### src/core/bds_pkg.sv
/*
  bds_pkg: constants and types for the transistor drive phase sequencer.
  Assumes a 125 MHz core clock; analog levels arrive as digitised codes.
*/
package bds_pkg;

  localparam int unsigned CLK_MHZ         = 125;
  localparam int unsigned CLK_HZ          = 125_000_000;
  localparam int unsigned CTRL_W          = 8;
  localparam int unsigned CNT_W           = 16;
  // force-on pulse length
  localparam int unsigned FON_NS          = 200;
  localparam int unsigned FON_CYC         = (FON_NS * CLK_MHZ) / 1000;
  // probe pulse length
  localparam int unsigned PROBE_NS        = 2000;
  localparam int unsigned PROBE_CYC       = (PROBE_NS * CLK_MHZ) / 1000;
  // target from base pull-low until collector has risen about 30 V
  localparam int unsigned TURNOFF_NS      = 100;
  localparam int unsigned TURNOFF_CYC     = (TURNOFF_NS * CLK_MHZ) / 1000;
  // adaptive phase length limits and trim step
  localparam logic [CNT_W-1:0] ADAPT_MIN  = 16'h0004;
  localparam logic [CNT_W-1:0] ADAPT_MAX  = 16'h0400;
  localparam logic [CNT_W-1:0] ADAPT_RST  = 16'h0040;
  localparam logic [CNT_W-1:0] ADAPT_STEP = 16'h0001;
  // switching frequency: ceiling at 70 % of full control code
  localparam int unsigned FMAX_HZ         = 65_000;
  localparam int unsigned FMAX_PCT        = 70;
  localparam int unsigned PER_MIN_CYC     = CLK_HZ / FMAX_HZ;
  localparam logic [CNT_W-1:0] PER_MIN    = CNT_W'(PER_MIN_CYC);
  localparam logic [CTRL_W-1:0] CTRL_KNEE = CTRL_W'((255 * FMAX_PCT) / 100);
  // extra period cycles per control code below the knee
  localparam logic [CNT_W-1:0] PER_SLOPE  = 16'h00c8;
  localparam logic [CNT_W-1:0] TURNOFF_T  = CNT_W'(TURNOFF_CYC);
  localparam logic [CNT_W-1:0] FON_T      = CNT_W'(FON_CYC);
  localparam logic [CNT_W-1:0] PROBE_T    = CNT_W'(PROBE_CYC);

  typedef enum logic [1:0] {
    BDS_SLEEP,
    BDS_PROBE,
    BDS_JUDGE,
    BDS_RUN
  } bds_mode_t;

  typedef enum logic [2:0] {
    BDS_IDLE,
    BDS_FORCE_ON,
    BDS_ADAPT,
    BDS_STORE,
    BDS_TURN_OFF
  } bds_phase_t;

endpackage : bds_pkg

### src/core/bds_sync.sv
/*
  bds_sync: two flip-flop synchroniser for one level.
  Assumes the input is asynchronous to clk.
*/
`timescale 1ns/1ps
module bds_sync
  import bds_pkg::*;
(
  input  wire logic clk,
  input  wire logic rst,
  input  wire logic d,
  output logic      q
);

  logic meta;

  always_ff @(posedge clk)
  begin
    if (rst)
    begin
      meta <= 1'b0;
      q    <= 1'b0;
    end
    else
    begin
      meta <= d;
      q    <= meta;
    end
  end

endmodule : bds_sync

### src/core/bds_sequencer.sv
/*
  bds_sequencer: drive phase sequencer for an external bipolar switch.
  Assumes comparators and supply threshold detectors are outside, as
  asynchronous levels; control voltage arrives as a settled digital code.
  Base drive output is a three-signal pin: source, pull-down, enable.
*/
`timescale 1ns/1ps
module bds_sequencer
  import bds_pkg::*;
#(
  parameter bit HAS_SUPP_DRIVE   = 1'b1,
  parameter bit HAS_START_ASSIST = 1'b1
)
(
  input  wire logic              clk,
  input  wire logic              rst,
  input  wire logic [CTRL_W-1:0] ctrl_code,
  input  wire logic              vcc_above_run,
  input  wire logic              vcc_above_sleep,
  input  wire logic              vcc_below_6v,
  input  wire logic              fb_above_start,
  input  wire logic              cs_trip_ctrl,
  input  wire logic              cs_trip_oc,
  input  wire logic              collector_rise_30v,
  output logic                   base_drive_src,
  output logic                   base_drive_sink,
  output logic                   base_drive_oe,
  output logic [CTRL_W-1:0]      base_drive_level,
  output logic                   emitter_drive_out,
  output logic                   supplementary_drive_out,
  output logic [CTRL_W-1:0]      peak_trip_level,
  output logic                   run_mode
);

  bds_mode_t        mode;
  bds_mode_t        next_mode;
  bds_phase_t       phase;
  bds_phase_t       next_phase;
  logic [CNT_W-1:0] ph_cnt;
  logic [CNT_W-1:0] per_cnt;
  logic [CNT_W-1:0] adapt_len;
  logic [CNT_W-1:0] off_cnt;
  logic             off_meas;
  logic             probe;

  logic s_run;
  logic s_sleep;
  logic s_low6;
  logic s_fb;
  logic s_tc;
  logic s_toc;
  logic s_rise;

  bds_sync u_sy_run  (.clk(clk), .rst(rst), .d(vcc_above_run),
                      .q(s_run));
  bds_sync u_sy_slp  (.clk(clk), .rst(rst), .d(vcc_above_sleep),
                      .q(s_sleep));
  bds_sync u_sy_l6   (.clk(clk), .rst(rst), .d(vcc_below_6v),
                      .q(s_low6));
  bds_sync u_sy_fb   (.clk(clk), .rst(rst), .d(fb_above_start),
                      .q(s_fb));
  bds_sync u_sy_tc   (.clk(clk), .rst(rst), .d(cs_trip_ctrl),
                      .q(s_tc));
  bds_sync u_sy_toc  (.clk(clk), .rst(rst), .d(cs_trip_oc),
                      .q(s_toc));
  bds_sync u_sy_rise (.clk(clk), .rst(rst), .d(collector_rise_30v),
                      .q(s_rise));

  // period shrinks as control rises, flat above the knee
  wire [CTRL_W-1:0] below_knee = (ctrl_code < CTRL_KNEE) ?
                                 CTRL_W'(CTRL_KNEE - ctrl_code) : '0;
  wire [CNT_W-1:0]  period     = CNT_W'(PER_MIN +
                                 CNT_W'(below_knee * PER_SLOPE));
  wire              trip       = s_tc | s_toc;
  wire              sleep_now  = ~s_sleep;
  // counters restart at zero on a phase's first cycle, so a phase of
  // n cycles is done when the count reaches n - 1
  wire [CNT_W-1:0]  ph_len     = (phase == BDS_FORCE_ON) ? FON_T :
                                 (probe ? PROBE_T : adapt_len);
  wire              ph_done    = (ph_cnt >= ph_len - 1'b1);
  wire [CNT_W-1:0]  per_last   = period - 1'b1;
  wire              start_cyc  = (phase == BDS_IDLE) &&
                                 ((mode == BDS_RUN && per_cnt >= per_last) ||
                                  (mode == BDS_SLEEP && s_run));
  wire              assist     = HAS_START_ASSIST && s_low6;

  always_comb
  begin
    next_mode = mode;
    unique case (mode)
      BDS_SLEEP: if (s_run) next_mode = BDS_PROBE;
      BDS_PROBE: if (phase == BDS_TURN_OFF) next_mode = BDS_JUDGE;
      BDS_JUDGE: if (s_fb) next_mode = BDS_RUN;
      BDS_RUN:   next_mode = BDS_RUN;
    endcase
    if (sleep_now)
      next_mode = BDS_SLEEP;
  end

  always_comb
  begin
    next_phase = phase;
    unique case (phase)
      BDS_IDLE:     if (start_cyc) next_phase = BDS_FORCE_ON;
      BDS_FORCE_ON: if (ph_done) next_phase = BDS_ADAPT;
      BDS_ADAPT:    if (ph_done) next_phase = BDS_STORE;
      BDS_STORE:    if (trip || probe) next_phase = BDS_TURN_OFF;
      BDS_TURN_OFF: next_phase = BDS_IDLE;
      default:      next_phase = BDS_IDLE;
    endcase
    if (sleep_now)
      next_phase = BDS_IDLE;
  end

  always_ff @(posedge clk)
  begin
    if (rst)
    begin
      mode  <= BDS_SLEEP;
      phase <= BDS_IDLE;
    end
    else
    begin
      mode  <= next_mode;
      phase <= next_phase;
    end
  end

  // probe flag marks the single pulse issued on wake
  always_ff @(posedge clk)
  begin
    if (rst)
      probe <= 1'b0;
    else if (mode == BDS_SLEEP && s_run && !sleep_now)
      probe <= 1'b1;
    else if (phase == BDS_TURN_OFF || sleep_now)
      probe <= 1'b0;
  end

  always_ff @(posedge clk)
  begin
    if (rst || phase != next_phase)
      ph_cnt <= '0;
    else if (ph_cnt != '1)
      ph_cnt <= ph_cnt + 1'b1;
  end

  always_ff @(posedge clk)
  begin
    if (rst || start_cyc)
      per_cnt <= '0;
    else if (per_cnt != '1)
      per_cnt <= per_cnt + 1'b1;
  end

  // measure pull-low to 30 V rise, then trim next adaptive length;
  // a late rise means too much stored charge, so shorten
  always_ff @(posedge clk)
  begin
    if (rst)
    begin
      off_meas  <= 1'b0;
      off_cnt   <= '0;
      adapt_len <= ADAPT_RST;
    end
    else if (phase == BDS_TURN_OFF)
    begin
      off_meas <= 1'b1;
      off_cnt  <= '0;
    end
    else if (off_meas)
    begin
      off_cnt <= off_cnt + 1'b1;
      if (s_rise || off_cnt == ADAPT_MAX)
      begin
        off_meas <= 1'b0;
        if (off_cnt > TURNOFF_T && adapt_len > ADAPT_MIN)
          adapt_len <= adapt_len - ADAPT_STEP;
        else if (off_cnt < TURNOFF_T && adapt_len < ADAPT_MAX)
          adapt_len <= adapt_len + ADAPT_STEP;
      end
    end
  end

  wire n_src  = (next_phase == BDS_FORCE_ON) ||
                (next_phase == BDS_ADAPT);
  wire n_oe   = (next_phase != BDS_STORE);
  wire n_sink = n_oe && !n_src;
  wire n_supp = HAS_SUPP_DRIVE && (next_phase == BDS_ADAPT);
  // emitter grounded from force-on to turn-off, released during storage under start assist; idle keeps it on too
  wire n_emit = !(next_phase == BDS_TURN_OFF) &&
                !(assist && next_phase == BDS_STORE);
  wire [CTRL_W-1:0] n_level = (next_phase == BDS_FORCE_ON) ? '1 :
                              (next_phase == BDS_ADAPT) ? ctrl_code : '0;

  always_ff @(posedge clk)
  begin
    if (rst)
    begin
      base_drive_src          <= 1'b0;
      base_drive_sink         <= 1'b1;
      base_drive_oe           <= 1'b1;
      base_drive_level        <= '0;
      emitter_drive_out       <= 1'b1;
      supplementary_drive_out <= 1'b0;
      peak_trip_level         <= '0;
      run_mode                <= 1'b0;
    end
    else
    begin
      base_drive_src          <= n_src;
      base_drive_sink         <= n_sink;
      base_drive_oe           <= n_oe;
      base_drive_level        <= n_level;
      emitter_drive_out       <= n_emit;
      supplementary_drive_out <= n_supp;
      peak_trip_level         <= ctrl_code;
      run_mode                <= (next_mode == BDS_RUN);
    end
  end

endmodule : bds_sequencer

### config.mk
export PLATFORM = sky130hd
export DESIGN_NAME = bds_sequencer
export DESIGN_NICKNAME = d
export VERILOG_FILES = /design/src/core/bds_pkg.sv /design/src/core/bds_sync.sv /design/src/core/bds_sequencer.sv
export SDC_FILE = /design/constraint.sdc
export NUM_CORES = 1
export LEC_CHECK = 0
export BUFFER_PORTS_ARGS = -buffer_cell sky130_fd_sc_hd__buf_2
export CAP_MARGIN = 10
export CORE_ASPECT_RATIO = 0.6
export CORE_MARGIN = 2
export CORE_UTILIZATION = 50
export DETAILED_ROUTE_END_ITERATION = 10
export PLACE_DENSITY_LB_ADDON = 0.08
export SLEW_MARGIN = 20
export SYNTH_ARGS = -nofsm -noshare
export SYNTH_HDL_FRONTEND = slang
export SYNTH_SLANG_ARGS = --single-unit
### constraint.sdc
create_clock -name clk -period 16.9 [get_ports clk]
set_input_delay 0.845 -clock clk [delete_from_list [all_inputs] [get_ports clk]]
set_output_delay 0.845 -clock clk [all_outputs]
set_load 0.01 [all_outputs]
Word-level counts from Yosys, hierarchy flattened
Cells that the tools add are included.
{ "classes": {"add_sub_neg": 9, "reduce_logical": 25, "n_eq_ne": 17, "n_mux": 23, "n_mul": 1, "magnitude_cmp": 7, "bitwise": 3} }
{ "ops": {"columns": ["operator", "n"], "rows": [
  ["$add 16x1->16 const B", 4],
  ["$mux 16", 4],
  ["$sub 16x1->16 const B", 3],
  ["$ge 16x16->1", 2],
  ["$ne 16x16->1 const B", 2],
  ["$mux 8", 3],
  ["$add 11x16->16 const A", 1],
  ["$eq 16x11->1 const B", 1],
  ["$gt 16x3->1 const B", 1],
  ["$gt 16x4->1 const B", 1],
  ["$lt 16x11->1 const B", 1],
  ["$lt 16x4->1 const B", 1],
  ["$mux 3", 5],
  ["$mul 8x5->13 const B", 1],
  ["$eq 3x2->1 const B", 4],
  ["$pmux 3 s4", 1],
  ["$logic_and 1x1->1", 9],
  ["$lt 8x8->1 const B", 1],
  ["$mux 2", 4],
  ["$pmux 2 s4", 1],
  ["$sub 8x8->8 const A", 1],
  ["$logic_or 1x1->1", 7],
  ["$eq 2x2->1 const B", 3],
  ["$eq 3x1->1 const B", 2],
  ["other kinds (13)", 22]
]} }
{ "totals": {"regBits": 107, "out_inout_bits": 22} }

Depth between registers and ports, before layout
Gate-level depths: netlist (run 1).
{ "logic_depth": {"depth_word": 16, "depth_mapped": 31, "mapped_depth_nobuf": 30} }

By module
From an unflattened synthesis (run 1), not the netlist that was laid out.
{ "unflattened": {"hier_cells": 798, "area_unflattened_um2": 6836.6} }
{ "by_module_without_submodules": {"columns": ["module", "instances", "cells_each", "area_each_um2"], "rows": [
  ["bds_sequencer", 1, 770, 6468.7],
  ["bds_sync", 7, 4, 52.6]
]} }

Worst setup path before layout (run 1)
Ideal clock, no wire load.
{ "synth_path": {"path_type": "input to register", "start": "in ctrl_code[0]", "end": "reg base_drive_sink", "arrival_time_ns": 6.449, "path_stages": 29, "path_slack_ns": 10.323, "path_cell_list": "ha_1 or3_1 nor2_1 nor2_1 o21ai_1 and3_1 ha_1 ha_1 fa_1 ha_1 nor2b_1 o21ai_0 nand2b_1 a21o_1 a21oi_1 xnor2_1 nand3_1 xor2_1 ha_1 a21o_1 a21oi_1 o21ai_0 a21oi_1 nand2_1 or2_2 clkbuf_1 nor4_2 buf_2 nor3_1"} }
{ "synth_via": {"elab_chain_cells": 16, "word_cells_on_any_way": 19} }
{ "synth_rtl": {"columns": ["item", "line_no", "source"], "rows": [
  ["start, declared", "bds_sequencer.sv:17", "input wire logic [CTRL_W-1:0] ctrl_code,"],
  ["$sub 8x8->8 or $lt 8x8->1 (tied branches)", "bds_sequencer.sv:71, bds_sequencer.sv:70", null],
  ["$mux 8 (*)", "bds_sequencer.sv:70", "wire [CTRL_W-1:0] below_knee = (ctrl_code < CTRL_KNEE) ?"],
  ["$mul 8x5->13 (*)", "bds_sequencer.sv:73", "CNT_W'(below_knee * PER_SLOPE));"],
  ["$add 11x16->16 (*)", "bds_sequencer.sv:72", "wire [CNT_W-1:0] period = CNT_W'(PER_MIN +"],
  ["$sub 16x1->16 (*)", "bds_sequencer.sv:81", "wire [CNT_W-1:0] per_last = period - 1'b1;"],
  ["$ge 16x16->1 (*)", "bds_sequencer.sv:83", "((mode == BDS_RUN && per_cnt >= per_last) ||"],
  ["$logic_and 1x1->1 (*)", "bds_sequencer.sv:83", null],
  ["$logic_or 1x1->1 (*)", "bds_sequencer.sv:83", null],
  ["$logic_and 1x1->1 (*)", "bds_sequencer.sv:82", "wire start_cyc = (phase == BDS_IDLE) &&"],
  ["$mux 3 (*)", "bds_sequencer.sv:104", "BDS_IDLE: if (start_cyc) next_phase = BDS_FORCE_ON;"],
  ["$pmux 3 s4 (*)", "bds_sequencer.sv:103", "unique case (phase)"],
  ["$mux 3 (*)", "bds_sequencer.sv:111", "if (sleep_now)"],
  ["$eq 3x1->1 or $eq 3x2->1 (tied branches)", "bds_sequencer.sv:185, bds_sequencer.sv:186", null],
  ["$logic_or 1x1->1", "bds_sequencer.sv:185", "wire n_src = (next_phase == BDS_FORCE_ON) ||"],
  ["$logic_not 1->1", "bds_sequencer.sv:188", "wire n_sink = n_oe && !n_src;"],
  ["$logic_and 1x1->1 (*)", "bds_sequencer.sv:188", null],
  ["end signal, assigned", "bds_sequencer.sv:212", "base_drive_sink <= n_sink;"],
  ["end, declared", "bds_sequencer.sv:26", "output logic base_drive_sink,"]
]} }
Mark *: on every way between the ends. The rest lies on a longest branch, timed or not.
A chain may end at the register's enable or synchronous reset.

Worst setup path in the final report (run 1)
{ "layout_path": {"start": "in ctrl_code[0]", "end": "reg base_drive_src"} }
{ "layout_via": {"elab_chain_cells": 14, "word_cells_on_any_way": 16} }
{ "layout_rtl": {"columns": ["item", "line_no", "source"], "rows": [
  ["$sub 8x8->8 or $lt 8x8->1 (tied branches)", "bds_sequencer.sv:71, bds_sequencer.sv:70", null],
  ["$mux 8 (*)", "bds_sequencer.sv:70", null],
  ["$mul 8x5->13 (*)", "bds_sequencer.sv:73", null],
  ["$add 11x16->16 (*)", "bds_sequencer.sv:72", null],
  ["$sub 16x1->16 (*)", "bds_sequencer.sv:81", null],
  ["$ge 16x16->1 (*)", "bds_sequencer.sv:83", null],
  ["$logic_and 1x1->1 (*)", "bds_sequencer.sv:83", null],
  ["$logic_or 1x1->1 (*)", "bds_sequencer.sv:83", null],
  ["$logic_and 1x1->1 (*)", "bds_sequencer.sv:82", null],
  ["$mux 3 (*)", "bds_sequencer.sv:104", null],
  ["$pmux 3 s4 (*)", "bds_sequencer.sv:103", null],
  ["$mux 3 (*)", "bds_sequencer.sv:111", null],
  ["$eq 3x1->1 or $eq 3x2->1 (tied branches)", "bds_sequencer.sv:185, bds_sequencer.sv:186", null],
  ["$logic_or 1x1->1 (*)", "bds_sequencer.sv:185", null],
  ["end signal, assigned", "bds_sequencer.sv:211", "base_drive_src <= n_src;"],
  ["end, declared", "bds_sequencer.sv:25", "output logic base_drive_src,"]
]} }
Marked as above.

==> results.md, run 1 <==
* GRT Util Overall at between 20% and 30%
* Gr ovfl total at 0
* Post-CTS setup buffer count at 0
* Clock H-tree levels at 3
* IO Port Bufs at 38
* Vias per std cell at ~5.6
* Total inserted antenna cells at 0
* Fraction of registers with async set/reset at 0%
* Antenna Nets Post-Route at 0
* # nets final at slightly above 900
* Core area at 12930 um2
* Slew Limit Fails at 0
* CTS Hold Bufs at 0
* Synth Instances at a little under 800
* Post-synthesis sequential area ratio at between 30% and 40%
* Initial Util at 51.71%
* Clk_lat worst skew at between 0.3 and 0.4 ns
* Syn_area_per_cell at around 8.5 um2
* Vias in the first global route at about 5000
* Flops & latches, synth at between 100 and 150
* Most common cell in the synthesized netlist: dfxtp_1
* First-pass DRT Iterations at 4
* Flop pwr share at between 40% and 50%
* Die extent in x at about 150 um
* Die height at roughly 94 um
* CP endpoint kind: register
* DIE AREA at 14350 um2
* VDD IR-drop max at around 65 uV
* Initial antenna violation count at 0
* Sw Ratio at 28.57%
* Post-synth top cells: dfxtp_1 (107), nor2_1 (97), ha_1 (79), nand2_1 (52), xor2_1 (44)
* Placed instance area at approximately 7000 um2
* Hold Violations, Final at 0
* Area leader, netlist: dfxtp_1
* Syn Std Cell Area at approximately 6700 um2
* PD cells at just over 80 nW/um2
* Residual DRC at 0
* Post-synth top area share at about a third
* Leak at about 3.3 nW
* P&R area growth vs syn at 9.392%
* Final Instance Area at 7316 um2
* Via count at about 5500
* Post-CTS Resized at 0
* Tmin final at roughly 7.6 ns
* Slowest cell on crit path: nor4_2
* Internal cell power at between 0.4 and 0.5 mW
* CP required at between 15 and 20 ns
* Routed wire length at about 15000 um
* Layout Utilization at about 57%
* Combinational share of power at 20.4%
* Cell Count Post-Placement at 970
* IO Pins at 39
* Critical Path Source Type: input port
* Clk sinks at 107
* Fin crit share at approximately 45%
* Layout Cells excl Fill at 985
* CTS clk-pin slew, worst paths at approximately 0.08 ns
* Synth Flop Type: dfxtp_1
* Worst-margin pin slew at between 0.9 and 1 ns
* Global-route wire length before repair at between 20000 and 25000 um
* Largest net degree at the start of global routing at 44
* Clock Tree Buf Depth at 2
* Crit-path max FO at 17
* Top cells by area, synth: dfxtp_1 (32%), ha_1 (15%), xor2_1 (5.8%)
* Kind of critical path: input port to register
* Clk_skew at 0.009289 ns
* Post-synth net total at 885
* Distinct cell type count after synthesis at 55
* Ys Warns at 0
* Post-DP HPWL at approximately 12000 um
* Arr. time, crit path at between 7 and 8 ns
* Final Power at roughly 0.6 mW
* RSZ-0062 raised after global routing: no
* Cts bufs inserted at 9
* Hold WC Path Type: register to register
* DR WL/cell at 15.10 um
* Final Wtd Congestion at between 0.8 and 0.9
* Number of enable flip-flop cells after synthesis at 0
* Max-Slew Margin vs Limit at 33.13%
* Iter 0 DRT Violations at roughly 290
* Psw at approximately 0.17 mW
* Standard-cell rows at 32
* Status: finished clean
* Max-cap viol count at 0
* Fmax at between 100 and 150 MHz
* CP peak stage delay at between 0.9 and 1 ns
* Clock power share at between 30 and 40%
* Layout cells sized above 1 at roughly 8%
* Fin Setup TNS at 0 ns
* Most repeated library cell on the critical path: ha_1
* TritonCTS clock tree: done
* Final setup viols at 0
* Root Buffer: clkbuf_16
## layout make-up
class	instances	area (um2)
inverter	32	120.1
fill	1178	5617
sequential	107	2142
multi-input combinational	623	4345
tap	170	212.7
clock inverter	5	66.31
timing repair buffer	38	190.2
clock buffer	10	239.0
## worst max-delay path, delay by kind of cell
| kind | cells | cell delay (ns) |
|---|---|---|
| xor gates and xnor gates | 2 | 0.41 |
| adders and majority gates | 6 | 1.90 |
| and+or+nand+nor | 11 | 2.97 |
| AOI/OAI and AO/OA | 8 | 1.48 |
| buffers and inverters | 2 | 0.26 |
## through the flow
step           setup WS [ns]  hold WS, ns
2_1_floorplan          10.32       0.3818
3_3_place_gp           9.407       0.4226
3_5_place_dp           9.107       0.4041
4_1_cts                9.434       0.4202
5_1_grt                8.828       0.4381
6_report               9.329       0.4181
## state kept, by name (all words and copies together), names as in the netlist, 2 cells and up
name	cells
off_cnt	16
per_cnt	16
base_drive_level	8
mode	2
ph_cnt	16
peak_trip_level	8
phase	3
adapt_len	16
## metal layers
metal / up-vias / track usage (%) / share of wire [%] / wire length (um)
met5: - / 0 / 0 / 0
met4: 0 / 5.015 / 1.1 / 161
met3: 16 / 5.422 / 5.4 / 800
met2: 121 / 27.42 / 36 / 5286
met1: 2545 / 33.94 / 58 / 8628
li1: 2798 / - / - / -
## power by group through the flow
stage	clock (mW)	combinational, mW	sequential [mW]
finish	0.220	0.123	0.258
global route	0.236	0.137	0.259
CTS	0.225	0.121	0.258
detailed placement	0	0.119	0.264
global placement	0	0.116	0.264
floorplan	0	0.0898	0.264
## worst paths after layout
check                                   from                 to  slack, ns  depth (start not counted)
worst min register to register     u_sy_l6.q  emitter_drive_out       0.42                          1
worst max register to register      phase[2]     base_drive_src      11.56                         18
worst min-delay path               u_sy_l6.q  emitter_drive_out       0.42                          1
worst max-delay path            ctrl_code[0]     base_drive_src       9.33                         29
## cell usage in the layout, fill, tap and decap left out, drive strengths merged, types with 5 or more instances in the layout
cell type,instances
nor2b,31
o21ai,28
nor3b,5
and2,5
nand4,14
buf,38
a21oi,36
nor3,25
o21a,6
and3,12
mux2i,8
dfxtp,107
xor2,44
a31oi,8
a21o,20
nand2b,12
or2,7
inv,35
and4,5
clkbuf,10
nand2,52
nor2,97
ha,79
or3,10
xnor2,36
a211oi,8
nand3,31
nor4,11
## logic make-up (layout without fill, tap and decap cells)
logic type      Yosys count  count (layout)  synth area share, %
simple gates            324             324                24.47
compound gates          128             128                12.68
mux                       8               8                1.197
xor+xnor                 80              80                10.48
flops                   107             107                32.03
buf+inv                  55              85                3.162
fa+ha+maj                83              83                15.98
Note: power is estimated with default switching activity, not from simulation.
==> run 2, diff against run 1 <==
==> constraint.sdc (replaced) <==
create_clock -name clk -period 6.7 [get_ports clk]
set_input_delay 0.335 -clock clk [delete_from_list [all_inputs] [get_ports clk]]
set_output_delay 0.335 -clock clk [all_outputs]
set_load 0.01 [all_outputs]
==> run 2 against run 1 <==
  * Global-route usage grew 0.66 points
  * Hold slack worse by 0.24 ns
  * Worst setup slack worse by 8.9 ns
  * Count of clock-buffer cells in the layout did not move
  * Routed wire length increased by 0.26%
  * Via count down 0.55%
  * Combinational power grew to 2.5 times the previous value
  * Core utilization up 0.22 points
  * Die area is the same
  * Largest power group unchanged
==> results.md, run 2 (synthesis gave the netlist of run 1 again) <==
* TritonCTS clock tree: done (unchanged)
* Fin Setup TNS at 0 ns (unchanged)
* CTS Hold Bufs at 0 (unchanged)
* Fmax at roughly 160 MHz
* PD cells at 203.5 nW/um2 (was 82.11 nW/um2)
* Iter 0 DRT Violations at 334 (was 285)
* Post-DP HPWL at 11630 um (was 11590 um)
* CP endpoint kind: register (unchanged)
* Global-route wire length before repair at 25650 um (was 24540 um)
* RSZ-0062 raised after global routing: no (unchanged)
* Clk_lat worst skew at 0.36 ns (was 0.35 ns)
* CP peak stage delay at 0.46 ns (was 0.92 ns)
* Clk_skew at 0.01261 ns (was 0.009289 ns)
* Residual DRC at 0 (unchanged)
* # nets final at 915 (was 911)
* Hold Violations, Final at 0 (unchanged)
* Reg-to-Reg End: base_drive_src (unchanged)
* Clock Tree Buf Depth at 2 (unchanged)
* P&R area growth vs syn at 9.822% (was 9.392%)
* Final Power at 1.494 mW (was 0.6007 mW)
* IO Port Bufs at 38 (unchanged)
* DR WL/cell at 15.07 um (was 15.10 um)
* Worst Reg-to-Reg Cells at 19 (was 18)
* Crit-path max FO at 16 (was 17)
* Clock H-tree levels at 3 (unchanged)
* Leak at 3.327 nW (was 3.305 nW)
* Commonest non-fill, non-tap cell in the layout: dfxtp_1 (unchanged)
* Vias in the first global route at 5221 (was 4943)
* Most repeated library cell on the critical path: ha_1 (unchanged)
* Final setup viols at 0 (unchanged)
* Post-CTS Resized at 0 (unchanged)
* Fillers at 1217 (was 1178)
* GRT Util Overall at 21.90% (was 21.24%)
* Worst-margin pin slew at 0.7888 ns (was 0.9947 ns)
* Clk sinks at 107 (unchanged)
* Initial Util at 51.71% (unchanged)
* Top delay family on crit path: adder cells (was simple AND/OR/NAND/NOR gates)
* Largest net degree at the start of global routing at 44 (unchanged)
* VDD IR-drop max at 114.5 uV (was 65.45 uV)
* Core area at 12930 um2 (unchanged)
* Hold depth at 2 (was 1)
* IO Pins at 39 (unchanged)
* Layout Cells excl Fill at 990 (was 985)
* Cts bufs inserted at 9 (unchanged)
* HP Start: vcc_above_sleep (was u_sy_l6.q)
* Hold Path Sink: u_sy_slp.meta (was emitter_drive_out)
* Reg2reg start: phase[0] (was phase[2])
* Tmin final at approximately 6.2 ns
* Slowest cell on crit path: fa_1 (was nor4_2)
* Root Buffer: clkbuf_16 (unchanged)
* Max-cap viol count at 0 (unchanged)
* Commonest cells after routing, fill and taps aside: dfxtp_1 (107), nor2_1 (97), ha_1 (79) (unchanged)
* Cell Count Post-Placement at 974 (was 970)
* Antenna Nets Post-Route at 0 (unchanged)
* Total inserted antenna cells at 0 (unchanged)
* Critical Path Source Type: input port (unchanged)
* Initial antenna violation count at 0 (unchanged)
* Vias per std cell at 5.505 (was 5.563)
* CTS clk-pin slew, worst paths at 0.08 ns (about the same)
* Post-CTS setup buffer count at 0 (unchanged)
* First-pass DRT Iterations at 4 (unchanged)
* Status: finished clean (unchanged)
* Die height at 93.59 um (unchanged)
* Arr. time, crit path at 6.51 ns (was 7.87 ns)
* Fin crit share at about 93%
* DIE AREA at 14350 um2 (unchanged)
* CP required at 6.97 ns (was 17.20 ns)
* WP buf/inv at 3 (was 2)
* Slew Limit Fails at 0 (unchanged)
* Kind of critical path: input port to register (unchanged)
* Hold WC Path Type: input port to register (was register to register)
* Die extent in x at 153.3 um (unchanged)
* Via count at 5450 (was 5480)
* Routed wire length at 14920 um (was 14880 um)
* Standard-cell rows at 32 (unchanged)
* Gr ovfl total at 0 (unchanged)
* Layout cells sized above 1 at 8.780% (was 8.221%)
* Final Wtd Congestion at 0.8683 (was 0.8789)
* Max-Slew Margin vs Limit at 47.22% (was 33.13%)
* Reg-to-reg slack, setup at 1.77 ns (was 11.56 ns)
* Layout Utilization at 56.79% (was 56.57%)
-- run 2: cell count changes in the layout (fill, tap and decap cells not counted), sizes merged --
| cell | delta |
|---|---|
| clkinvlp | -1 |
| bufinv | -1 |
| buf | +4 |
| clkinv | +3 |
-- run 2: metrics by stage --
step | instance area, um2 | setup slack (ns) | hold WS [ns]
after detailed placement | 7029 | 0.1633 | 0.3981
after global routing | 7345 | 0.06585 | 0.1781
after CTS | 7333 | 0.4823 | 0.1710
after global placement | 7029 | 0.3788 | 0.3979
after floorplan | 6688 | 0.6325 | 0.3818
final | 7345 | 0.4525 | 0.1811
-- run 2: worst max-delay path by stage --
stage | slack [ns] | from | cells past startpoint | to
after global placement | 0.38 | ctrl_code[0] | 29 | base_drive_src
final | 0.45 | ctrl_code[0] | 31 | ph_cnt[14]
after CTS | 0.48 | ctrl_code[0] | 31 | ph_cnt[14]
after global routing | 0.07 | ctrl_code[0] | 33 | ph_cnt[14]
after detailed placement | 0.16 | ctrl_code[0] | 31 | ph_cnt[14]
after floorplan | 0.63 | ctrl_code[0] | 29 | base_drive_sink
-- run 2: power by group --
part	total (mW)	switching, mW	internal, mW	leakage (nW)
Sequential	0.651	0.00628	0.645	0.868
Combinational	0.308	0.173	0.135	2.31
Clock	0.535	0.261	0.274	0.150
Total	1.49	0.440	1.05	3.33
-- run 2: cell type report --
class                   instances  area [um2]  share of cell area, %
repair buffers                 42       220.2                  2.998
multi-input cells             623        4345                  59.17
well taps                     170       212.7                  2.896
clock buffers                  10       239.0                  3.254
inverters                      32       120.1                  1.635
clock inverters                 6       65.06                 0.8859
flip-flops and latches        107        2142                  29.17
-- run 2: metal layers --
metal	part of all wire (%)	vias to the layer above	global-route usage [%]
li1	-	2807	-
met1	56	2517	33.92
met2	38	113	30.84
met3	5.5	13	4.727
met4	0.83	0	4.167
met5	0	-	0
